File: config.mk
export PLATFORM = sky130hd
export DESIGN_NAME = signed_16bit_arith_move_unit
export DESIGN_NICKNAME = d
export VERILOG_FILES = /design/src/rtl/arith_move_pkg.sv /design/src/rtl/cond_edge_memory.sv /design/src/rtl/signed_16bit_arith_move_unit.sv
export SDC_FILE = /design/constraint.sdc
export NUM_CORES = 2
export LEC_CHECK = 0
export ABC_AREA = 1
export ABC_CLOCK_PERIOD_IN_PS = 5660
export BUFFER_PORTS_ARGS = -buffer_cell sky130_fd_sc_hd__buf_4
export CAP_MARGIN = 20
export CORE_UTILIZATION = 35
export DETAILED_ROUTE_END_ITERATION = 8
export SKIP_LAST_GASP = 1
export SYNTH_ARGS = -nofsm -noshare
export SYNTH_HDL_FRONTEND = slang
export SYNTH_SLANG_ARGS = --single-unit
File: constraint.sdc
create_clock -name sys_clk -period 5.66 [get_ports sys_clk]
set_input_delay 0.566 -clock sys_clk [delete_from_list [all_inputs] [get_ports sys_clk]]
set_output_delay 0.566 -clock sys_clk [all_outputs]
set_load 0.1 [all_outputs]
File: src/rtl/arith_move_pkg.sv
/*
 * Shared constants and types for the signed 16-bit arithmetic and move unit.
 * Assumes a scan engine on the same clock that presents one instruction per request.
 */
package arith_move_pkg;

    localparam int DATA_W = 16;
    localparam int WIDE_W = 32;
    localparam int SIGN_BIT = 15;
    localparam int PROD_SIGN_BIT = 31;
    localparam int DIGIT_BITS = 4;
    localparam int MIN_DIGITS = 1;
    localparam int MAX_DIGITS = 4;
    localparam int SLOT_W = 6;
    localparam int DEFAULT_SLOTS = 64;
    localparam logic [WIDE_W-1:0] LOW_WORD_MASK = 32'h0000ffff;
    localparam logic [WIDE_W-1:0] FULL_MASK = 32'hffffffff;
    localparam logic [WIDE_W-1:0] RESET_DATA = 32'h00000000;

    // Each operation has a plain and a pulse form, chosen by pulse_form.
    typedef enum logic [2:0] {
        multiply_op,
        divide_op,
        add_one_op,
        sub_one_op,
        copy_word_op,
        twos_complement_op
    } op_type;

    typedef struct packed {
        op_type op;
        logic pulse_form;
        logic cond;
        logic [SLOT_W-1:0] slot;
        logic [DATA_W-1:0] src1;
        logic [DATA_W-1:0] src2;
        logic [DATA_W-1:0] dest_now;
        logic dest_is_bits;
        logic [2:0] digits;
        logic dest_illegal;
    } instr_req_type;

    typedef struct packed {
        logic [WIDE_W-1:0] data;
        logic [WIDE_W-1:0] mask;
    } write_type;

endpackage : arith_move_pkg

File: src/rtl/cond_edge_memory.sv
/*
 * Remembers the last command condition of every instruction slot.
 * Assumes one sample per slot per scan, on the same clock as the reader.
 */
`timescale 1ns/10ps
`default_nettype none

module cond_edge_memory
    import arith_move_pkg::*;
#(
    parameter int SLOTS = DEFAULT_SLOTS
) (
    input wire logic sys_clk,
    input wire logic reset_n,
    input wire logic sample,
    input wire logic [SLOT_W-1:0] slot,
    input wire logic cond,
    output logic rise
);

    logic [SLOTS-1:0] last_cond;
    logic [SLOTS-1:0] next_last_cond;

    // Each slot owns one bit, and the memory cannot hold more slots than the slot field can address.
    if (SLOTS < 1 || SLOTS > (1 << SLOT_W)) begin : g_slots_check
        $error("SLOTS out of range");
    end

    always_comb begin
        next_last_cond = last_cond;
        rise = 1'b0;
        if (int'(slot) < SLOTS) begin
            rise = cond & ~last_cond[slot];
            if (sample) begin
                next_last_cond[slot] = cond;
            end
        end
    end

    always_ff @(posedge sys_clk or negedge reset_n) begin
        if (!reset_n) begin
            last_cond <= '0;
        end else begin
            last_cond <= next_last_cond;
        end
    end

endmodule : cond_edge_memory

`default_nettype wire

File: src/rtl/signed_16bit_arith_move_unit.sv
/*
 * Signed 16-bit multiply, divide, add one, subtract one, word copy and negate.
 * Each request carries its operation, command condition and instruction slot, both sources,
 * the present destination value and a description of the destination.
 * One cycle after every request the unit answers with done, and if the request runs, with either a write of
 * result data under result mask or an error event that also sets the sticky error flag.
 * Assumes the scan engine on the same clock presents at most one request per cycle with
 * req_valid, supplies the present destination value, and writes result data under result
 * mask when write_en pulses.
 * Assumes the engine lowers the sticky error flag itself by raising error_clear.
 */
// Behaviour
// - Multiply forms the full signed 32-bit product of the two sources.
// - Bit 15 is each source's sign and bit 31 the product's sign.
// - Bit-group destinations fill from bit 0 up, four bits per digit, one to four digits.
// - Divide writes quotient and remainder to a word, only the quotient to a bit group.
// - The quotient sits in the low half and the remainder in the high half of a word.
// - Sources, quotient and remainder of a divide are all signed on bit 15.
// - A zero divisor or an illegal destination raises the error flag.
// - Add one increments the destination value and writes it back.
// - Adding one to 32767 wraps to -32768.
// - Subtract one decrements the destination value and writes it back.
// - Subtracting one from -32768 wraps to 32767.
// - Copy moves the 16-bit source unchanged into the destination.
// - A written destination keeps its value until another write.
// - Negate replaces the destination value with its two's complement.
`timescale 1ns/10ps
`default_nettype none

module signed_16bit_arith_move_unit
    import arith_move_pkg::*;
#(
    parameter int SLOTS = DEFAULT_SLOTS
) (
    input wire logic sys_clk,
    input wire logic reset_n,
    input wire logic req_valid,
    input wire instr_req_type req,
    input wire logic error_clear,
    output write_type result,
    output logic write_en,
    output logic done,
    output logic error_event,
    output logic operation_error_flag
);

    logic rise;
    logic fire;
    logic digits_bad;
    logic bad_dest;
    logic zero_div;
    logic is_multiply;
    logic is_divide;
    logic is_word_op;
    logic signed [WIDE_W-1:0] product;
    logic signed [DATA_W:0] wide_num;
    logic signed [DATA_W:0] wide_den;
    logic signed [DATA_W:0] wide_quot;
    logic signed [DATA_W:0] wide_rem;
    logic [WIDE_W-1:0] quot_rem;
    logic [DATA_W-1:0] word_val;
    logic [5:0] digit_span;
    logic [WIDE_W-1:0] digit_mask;
    logic [WIDE_W-1:0] op_data;
    logic [WIDE_W-1:0] op_mask;
    write_type next_result;
    logic next_write_en;
    logic next_done;
    logic next_error_event;
    logic next_operation_error_flag;

    // The condition memory has one bit per slot, and the slot field cannot address more.
    // A count of zero would leave every slot without an edge detector; one above the range, bits no slot reaches.
    if (SLOTS < 1 || SLOTS > (1 << SLOT_W)) begin : g_slots_check
        $error("SLOTS out of range");
    end

    // One bit per slot remembers the condition seen at the slot's previous evaluation.
    cond_edge_memory #(
        .SLOTS(SLOTS)
    ) edge_mem (
        .sys_clk(sys_clk),
        .reset_n(reset_n),
        .sample(req_valid),
        .slot(req.slot),
        .cond(req.cond),
        .rise(rise)
    );

    // Operation decode; plain and pulse forms share one code and differ only in pulse_form.
    // Unknown codes match none of these and write zero to the low word when they run.
    always_comb begin
        is_multiply = (req.op == multiply_op);
        is_divide = (req.op == divide_op);
        is_word_op = (req.op == add_one_op) || (req.op == sub_one_op) ||
            (req.op == copy_word_op) || (req.op == twos_complement_op);
    end

    // Whether the request runs, and whether it is refused as an error instead of written.
    always_comb begin
        // Pulse forms look at the slot's previous condition so a held command runs once.
        // A slot beyond SLOTS never shows a rising edge, so only the plain form runs there.
        fire = req_valid & req.cond & (req.pulse_form ? rise : 1'b1);
        // A digit count the group cannot hold is treated like a disallowed destination.
        digits_bad = (int'(req.digits) < MIN_DIGITS) || (int'(req.digits) > MAX_DIGITS);
        bad_dest = req.dest_illegal | (req.dest_is_bits & digits_bad);
        zero_div = is_divide & (req.src2 == 16'h0000);
    end

    // The full signed product of two 16-bit sources always fits in 32 bits.
    // Both sources are widened with their sign before the multiply.
    always_comb begin
        product = WIDE_W'($signed(req.src1)) * WIDE_W'($signed(req.src2));
    end

    // Division runs one bit wider than the operands so that -32768 / -1 cannot trap.
    // The quotient then wraps back to -32768, and the remainder is zero.
    always_comb begin
        wide_num = $signed({req.src1[SIGN_BIT], req.src1});
        // A zero divisor is swapped for one so the divider stays defined; the request errors.
        if (zero_div) begin
            wide_den = 17'sh00001;
        end else begin
            wide_den = $signed({req.src2[SIGN_BIT], req.src2});
        end
        // Both results truncate toward zero; the remainder takes the dividend's sign.
        wide_quot = wide_num / wide_den;
        wide_rem = wide_num % wide_den;
        quot_rem = {wide_rem[DATA_W-1:0], wide_quot[DATA_W-1:0]};
    end

    // Single-word operations; the sums wrap modulo 2^16 and never saturate.
    // Copy needs no arithmetic and is the fall-through value.
    always_comb begin
        word_val = req.src1;
        if (req.op == add_one_op) begin
            word_val = req.dest_now + 16'h0001;
        end else if (req.op == sub_one_op) begin
            word_val = req.dest_now - 16'h0001;
        end else if (req.op == twos_complement_op) begin
            word_val = (~req.dest_now) + 16'h0001;
        end
    end

    // Bit-group destinations keep four bits per digit, filled from bit 0 upward.
    always_comb begin
        // A count of zero gives an empty mask; counts above four are refused anyway.
        digit_span = 6'(int'(req.digits) * DIGIT_BITS);
        digit_mask = FULL_MASK >> (6'(WIDE_W) - digit_span);
    end

    // Data and mask that the engine would commit for this operation.
    always_comb begin
        op_data = RESET_DATA;
        op_mask = LOW_WORD_MASK;
        if (is_multiply) begin
            op_data = product;
            op_mask = FULL_MASK;
        end else if (is_divide) begin
            op_data = quot_rem;
            // A bit group takes the quotient only, so the remainder is masked off.
            op_mask = req.dest_is_bits ? LOW_WORD_MASK : FULL_MASK;
        end else if (is_word_op) begin
            op_data = {16'h0000, word_val};
        end else begin
            // An unknown code writes zero rather than whatever the datapath holds.
            op_data = RESET_DATA;
        end
        if (req.dest_is_bits) begin
            op_mask = op_mask & digit_mask;
        end
    end

    // The data word holds between writes; the engine commits only on write_en.
    always_comb begin
        next_write_en = fire & ~bad_dest & ~zero_div;
        next_result = result;
        if (next_write_en) begin
            // Bits outside the mask are zeroed so a stale high half never shows.
            next_result.data = op_data & op_mask;
            next_result.mask = op_mask;
        end
    end

    // Result and write strobe are registered so the outputs come straight from flip-flops.
    always_ff @(posedge sys_clk or negedge reset_n) begin
        if (!reset_n) begin
            result <= '{data: RESET_DATA, mask: RESET_DATA};
            write_en <= 1'b0;
        end else begin
            result <= next_result;
            write_en <= next_write_en;
        end
    end

    // Done answers every request, whether it ran, was refused or was skipped.
    // The error event is a one-cycle pulse; the flag stands until error_clear.
    always_comb begin
        next_done = req_valid;
        next_error_event = fire & (bad_dest | zero_div);
        // A new error in the clearing cycle is kept, so a clear never hides a fresh error.
        next_operation_error_flag = operation_error_flag & ~error_clear;
        if (next_error_event) begin
            next_operation_error_flag = 1'b1;
        end
    end

    // Status outputs share the request's latency of one cycle.
    always_ff @(posedge sys_clk or negedge reset_n) begin
        if (!reset_n) begin
            done <= 1'b0;
            error_event <= 1'b0;
            operation_error_flag <= 1'b0;
        end else begin
            done <= next_done;
            error_event <= next_error_event;
            operation_error_flag <= next_operation_error_flag;
        end
    end

endmodule : signed_16bit_arith_move_unit

`default_nettype wire

# Word level (Yosys, flattened, before mapping)
# Cells that the tools add are included.
# totals
latch_bits	0
mem_count	0
out_inout_bits	68
ramBits	0
ff_bits	132
in_bits	68
wordCells	67
mem_bits_ro	0
# op_classes
n_reduce_logical	7
eq_ne	5
n_lt_le_gt_ge	4
div	2
shift	1
mux	18
bitwise_logic	18
addsub	4
mul	1
# ops
op	count
$mux 32	6
$and 32x32->32	2
$bwmux 64	1
$mux 16	4
$add 16x1->16 const B	2
$mul 16x16->32	1
$shr 32x6->32 const A	1
$div 17x17->17	1
$mod 17x17->17	1
$mux 17	1
$logic_not 16->1	1
$not 16->16	1
$sub 16x1->16 const B	1
$and 1x1->1	9
$lt 6x7->1 const B	1
$bmux 1 s6	1
$demux 1 s6	1
$eq 3x2->1 const B	2
$eq 3x3->1 const B	2
$ge 6x1->1 const B	1
$sub 6x5->6 const A	1
$logic_or 1x1->1	4
$mux 1	4
$not 1->1	4
6 further kinds	7

# Depth between registers and ports, before layout
# depth
depth_word	9
depth_mapped	246
depth_no_buf	241

# By module
# From an unflattened synthesis, not the netlist that was laid out.
# unflattened
hier_cells	3909
area_unflattened_um2	26422.8
# by_module_without_submodules
module	seq_area_each_um2	cells_per_inst	area_per_inst_um2	instances
signed_16bit_arith_move_unit	1101.1	3447	22855.7	1
cond_edge_memory	1601.5	462	3567.2	1

# Worst setup path before layout
# Ideal clock, no wire load.
# synth_timing
kind	input port to flip-flop
from	input port req[34] (netlist bit)
to	register result[46] (netlist bit)
setup_time_ns	0.095
stages	225
setup_slack_ns	-23.548
required_ns	5.565
t_arrival_ns	29.112
n_path_buf	8
cell_sequence	buf_4 > nor2_2 > nand2_2 > nor2_4 > nand3_4 > nand2_1 > inv_1 > ha_1 > a31oi_1 > xor2_1 > nand2_1 > inv_1 > nand2_2 > nor2_4 > nand2_2 > nor2_4 > ha_1 > o21a_1 > [189 not listed] > o21ai_2 > nand2_1 > nand2_2 > inv_2 > buf_4 > ha_1 > nand2_1 > nor2_1 > inv_1 > nor3_1 > nand3_1 > nor3_1 > a31oi_1 > a21oi_1 > xor2_1 > a21oi_1 > nor2_1 > o31ai_1
# synth_via
elab_chain_cells	7
elab_cells_between_ends	10
classes_between	mul: 1; div: 1; mux: 3; bitwise: 4; reduce/logical: 1
# synth_lines
item	line	source
start: declaration	signed_16bit_arith_move_unit.sv:38	input wire instr_req_type req,
$logic_not 16->1	signed_16bit_arith_move_unit.sv:107	zero_div = is_divide & (req.src2 == 16'h0000);
$and 1x1->1	signed_16bit_arith_move_unit.sv:107	
$mux 17	signed_16bit_arith_move_unit.sv:121	if (zero_div) begin
$div 17x17->17	signed_16bit_arith_move_unit.sv:127	wide_quot = wide_num / wide_den;
$mux 32	signed_16bit_arith_move_unit.sv:159	end else if (is_divide) begin
$mux 32	signed_16bit_arith_move_unit.sv:156	if (is_multiply) begin
$and 32x32->32	signed_16bit_arith_move_unit.sv:180	next_result.data = op_data & op_mask;
end signal: assignment	signed_16bit_arith_move_unit.sv:188	result <= '{data: RESET_DATA, mask: RESET_DATA};
end signal: assignment	signed_16bit_arith_move_unit.sv:191	result <= next_result;
end: declaration	signed_16bit_arith_move_unit.sv:40	output write_type result,
# Parallel ways exist; a longest one is shown, timed or not.
# A chain may end at the register's enable or synchronous reset.

# Worst setup path in the final report
# layout_timing
from	input port req[21] (netlist bit)
to	register result[60] (netlist bit)
# layout_via
elab_chain_cells	7
elab_cells_between_ends	10
classes_between	mul: 1; div: 1; mux: 3; bitwise: 4; reduce/logical: 1
# layout_lines
item	line	source
$logic_not 16->1	signed_16bit_arith_move_unit.sv:107	
$and 1x1->1	signed_16bit_arith_move_unit.sv:107	
$mux 17	signed_16bit_arith_move_unit.sv:121	
$mod 17x17->17	signed_16bit_arith_move_unit.sv:128	wide_rem = wide_num % wide_den;
$mux 32	signed_16bit_arith_move_unit.sv:159	
$mux 32	signed_16bit_arith_move_unit.sv:156	
$and 32x32->32	signed_16bit_arith_move_unit.sv:180	
# Parallel ways exist; a longest one is shown, timed or not.

==> metrics.txt <==
failing checks=setup timing; core area=74600 um^2; CTS HTree Levels=3; Clock Skew=17.7 ps; max-slew violation count=0; crit-path max FO=7; drt wl/cell=~17 um; DR vias/cell=roughly 5.0; Final WS setup=-22190 ps; sequential element share of the synthesized area=approximately a tenth; I/O pin cnt=about 140; syn avg cell area=7.02 um^2; Clock Latency Late Sink=around 390 ps; CP max stage cell=a2111oi_4; clock slew at reported path FFs=~90 ps; RSZ-0062 raised after global routing=yes; max cap viols=0; Worst setup SP type=primary input; Max Clock Freq=35.9 MHz; Critical Path End Type=register; CTS tree=done; pre-CTS setup slack=-23320 ps; Rel. slew slack=approximately 25%; Post-Syn Nets=4341; gr ovfl total=0; pin slew with the least headroom to its limit=between 1000 and 1500 ps; DR pass1 iterations=5; number of DRC markers in iteration 0=1804; Starting Density=a little over a third; PortBufs=between 100 and 150; area occupied by multi-input gates=about 22000 um^2; final setup vio count=32; final std cells w/o fill=approximately 5800; Worst Setup Path Type=primary input to register; die area=76600 um^2; Pwr Total=24.7 mW; initial antenna violation count=2; LEAKAGE=20.6 nW; total negative slack=-696830 ps; number of distinct library cells after synthesis=76; Arr. time, crit path=28130 ps; PD cells=around 650 nW/um^2; clk sinks=roughly 110; hold crit path type=primary input to asynchronous set/reset pin; final wirelength=97.5 mm; CP most frequent cell=nand2_2; Die Span Y=~280 um; CTS Buffer Depth=2; Synth Flop Type=dfrtp_1; number of synthesized flops with an enable pin=0; CP required=5940 ps; Die Wd=between 200 and 300 um; fin crit period=between 20000 and 30000 ps; number of global-route vias before repair=around 28000; area leader, netlist=fa_1; CTS Root Cell=clkbuf_16; Mapped Cells=roughly 3800; fin crit share=492%; # rows=100; Yosys reg bits=108; first-pass GRT wire length=around 150 mm; asr flop ratio synth=100%; CTS Buf Count=9; antenna-violating nets left=0; Final Hold Viols=0; DP HPWL=74.7 mm; largest net degree at the start of global routing=65; fin nets=between 5000 and 6000; CP peak stage delay=400 ps; status=finished, violations left; top cells by area, synth=fa_1 20%, nand2_1 12%, ha_1 12%; Tot GR Track Use=between 20% and 30%; fraction of layout cells with a size suffix above 1=36.7%; hold_buf cts=0; via count=28800; GP Congestion=approximately 0.94; DR DRC count=0; fillers=around 7100; Peak VDD IR=approximately 730 uV; register area=~2700 um^2; Post-Syn Area=about 26000 um^2; Cell Count Post-Placement=roughly 5500; yosys warns=0; area grow syn2layout=44.9%; Synth top area share=between 15 and 20%
## layer usage
metal / part of all wire (%) / GRT usage [%]
met4: 2.1 / 4.46
met5: 0.012 / 0
met3: 7.9 / 4.73
met1: 44 / 34.1
met2: 46 / 40.8
## metrics by stage
step | utilization (%) | hold slack, ps | instance area, um^2
finish | 51.4 | 270 | 38300
floorplan | - | 270 | 27200
CTS | 49.6 | 300 | 37000
global placement | 46.7 | 466 | 34800
global route | 51.4 | 321 | 38300
detailed placement | 46.7 | 471 | 34900
## critical path, delay by kind of cell
kind,cells,cell delay [ps]
and+or+nand+nor,109,10910
AOI/OAI and AO/OA,60,8660
adders and majority gates,18,4470
buffers and inverters,38,3050
xor gates and xnor gates,2,350
## cells by family after synthesis
group,after synthesis,synth area share (%)
and+or+nand+nor,1476,25.3
buffers and inverters,887,13.6
AOI/OAI and AO/OA,629,14.1
adders and majority gates,510,31.6
xor gates and xnor gates,150,5.10
DFF,108,10.2
other,2,0.0284
muxes,1,0.0852
## cells in the mapped netlist, drive strengths merged, types with 18 or more instances
cell	count
nand2	915
inv	724
fa	263
a21oi	247
ha	247
nand3	198
nor2	193
o21ai	180
dfrtp	108
xor2	99
buf	85
clkbuf	73
nor3	65
a31oi	59
xnor2	51
or2	49
nand4	21
o31ai	18
## layout by cell type, fill, tap and decap left out, types with 40 or more instances in the layout
| master | Yosys | layout |
|---|---|---|
| buf_4 | 39 | 1134 |
| nand2_1 | 865 | 782 |
| inv_1 | 699 | 654 |
| fa_1 | 263 | 263 |
| a21oi_1 | 244 | 199 |
| ha_1 | 247 | 197 |
| nor2_1 | 171 | 153 |
| nand3_1 | 159 | 135 |
| dfrtp_1 | 108 | 108 |
| nand2_2 | 44 | 105 |
| o21ai_0 | 141 | 100 |
| xor2_1 | 96 | 91 |
| a31oi_1 | 59 | 55 |
| nand3_2 | 36 | 52 |
| inv_2 | 23 | 51 |
| ha_4 | 0 | 50 |
| xnor2_1 | 51 | 49 |
| nor3_1 | 61 | 42 |
| o21ai_2 | 15 | 41 |
| a21oi_2 | 3 | 40 |
## power by group
group | internal (mW) | switching [mW]
clock network | 0.322 | 0.387
logic | 11.3 | 11.7
registers | 0.917 | 0.117
## worst paths after layout
| path | start | endpoint | slack, ps | cells past startpoint |
|---|---|---|---|---|
| max | req[21] | result[60] | -22190 | 227 |
| min | reset_n | result[11] | 270 | 1 |
| max reg2reg | edge_mem.last_cond[45] | result[54] | 1810 | 12 |
| min reg2reg | result[32] | result[32] | 500 | 2 |
| max in group asynchronous | reset_n | result[51] | 4200 | 2 |
| min in group sys_clk | req_valid | done | 350 | 1 |
## final cells by class
type                       instances  share of cell area (%)
sequential                       108                    7.05
multi-input combinational       2769                    58.4
timing repair buffer            1163                    23.3
clock inverter                     7                   0.238
inverter                         729                    7.33
clock buffer                       9                   0.588
tap                              969                    3.16
antenna                            1                 0.00653
## sequential cells by signal (all words and copies together), names as in the netlist
signal,count
done,1
edge_mem.last_cond,64
error_event,1
operation_error_flag,1
result,40
write_en,1
## timing repair
action                                  4_1_cts  5_1_grt
endpoints found under the setup margin       32       32
setup buffers                               154       49
resized for setup                           150      219
gates cloned                                  2        0
pin swaps                                   130      236
(Power assumes the default switching activity.)
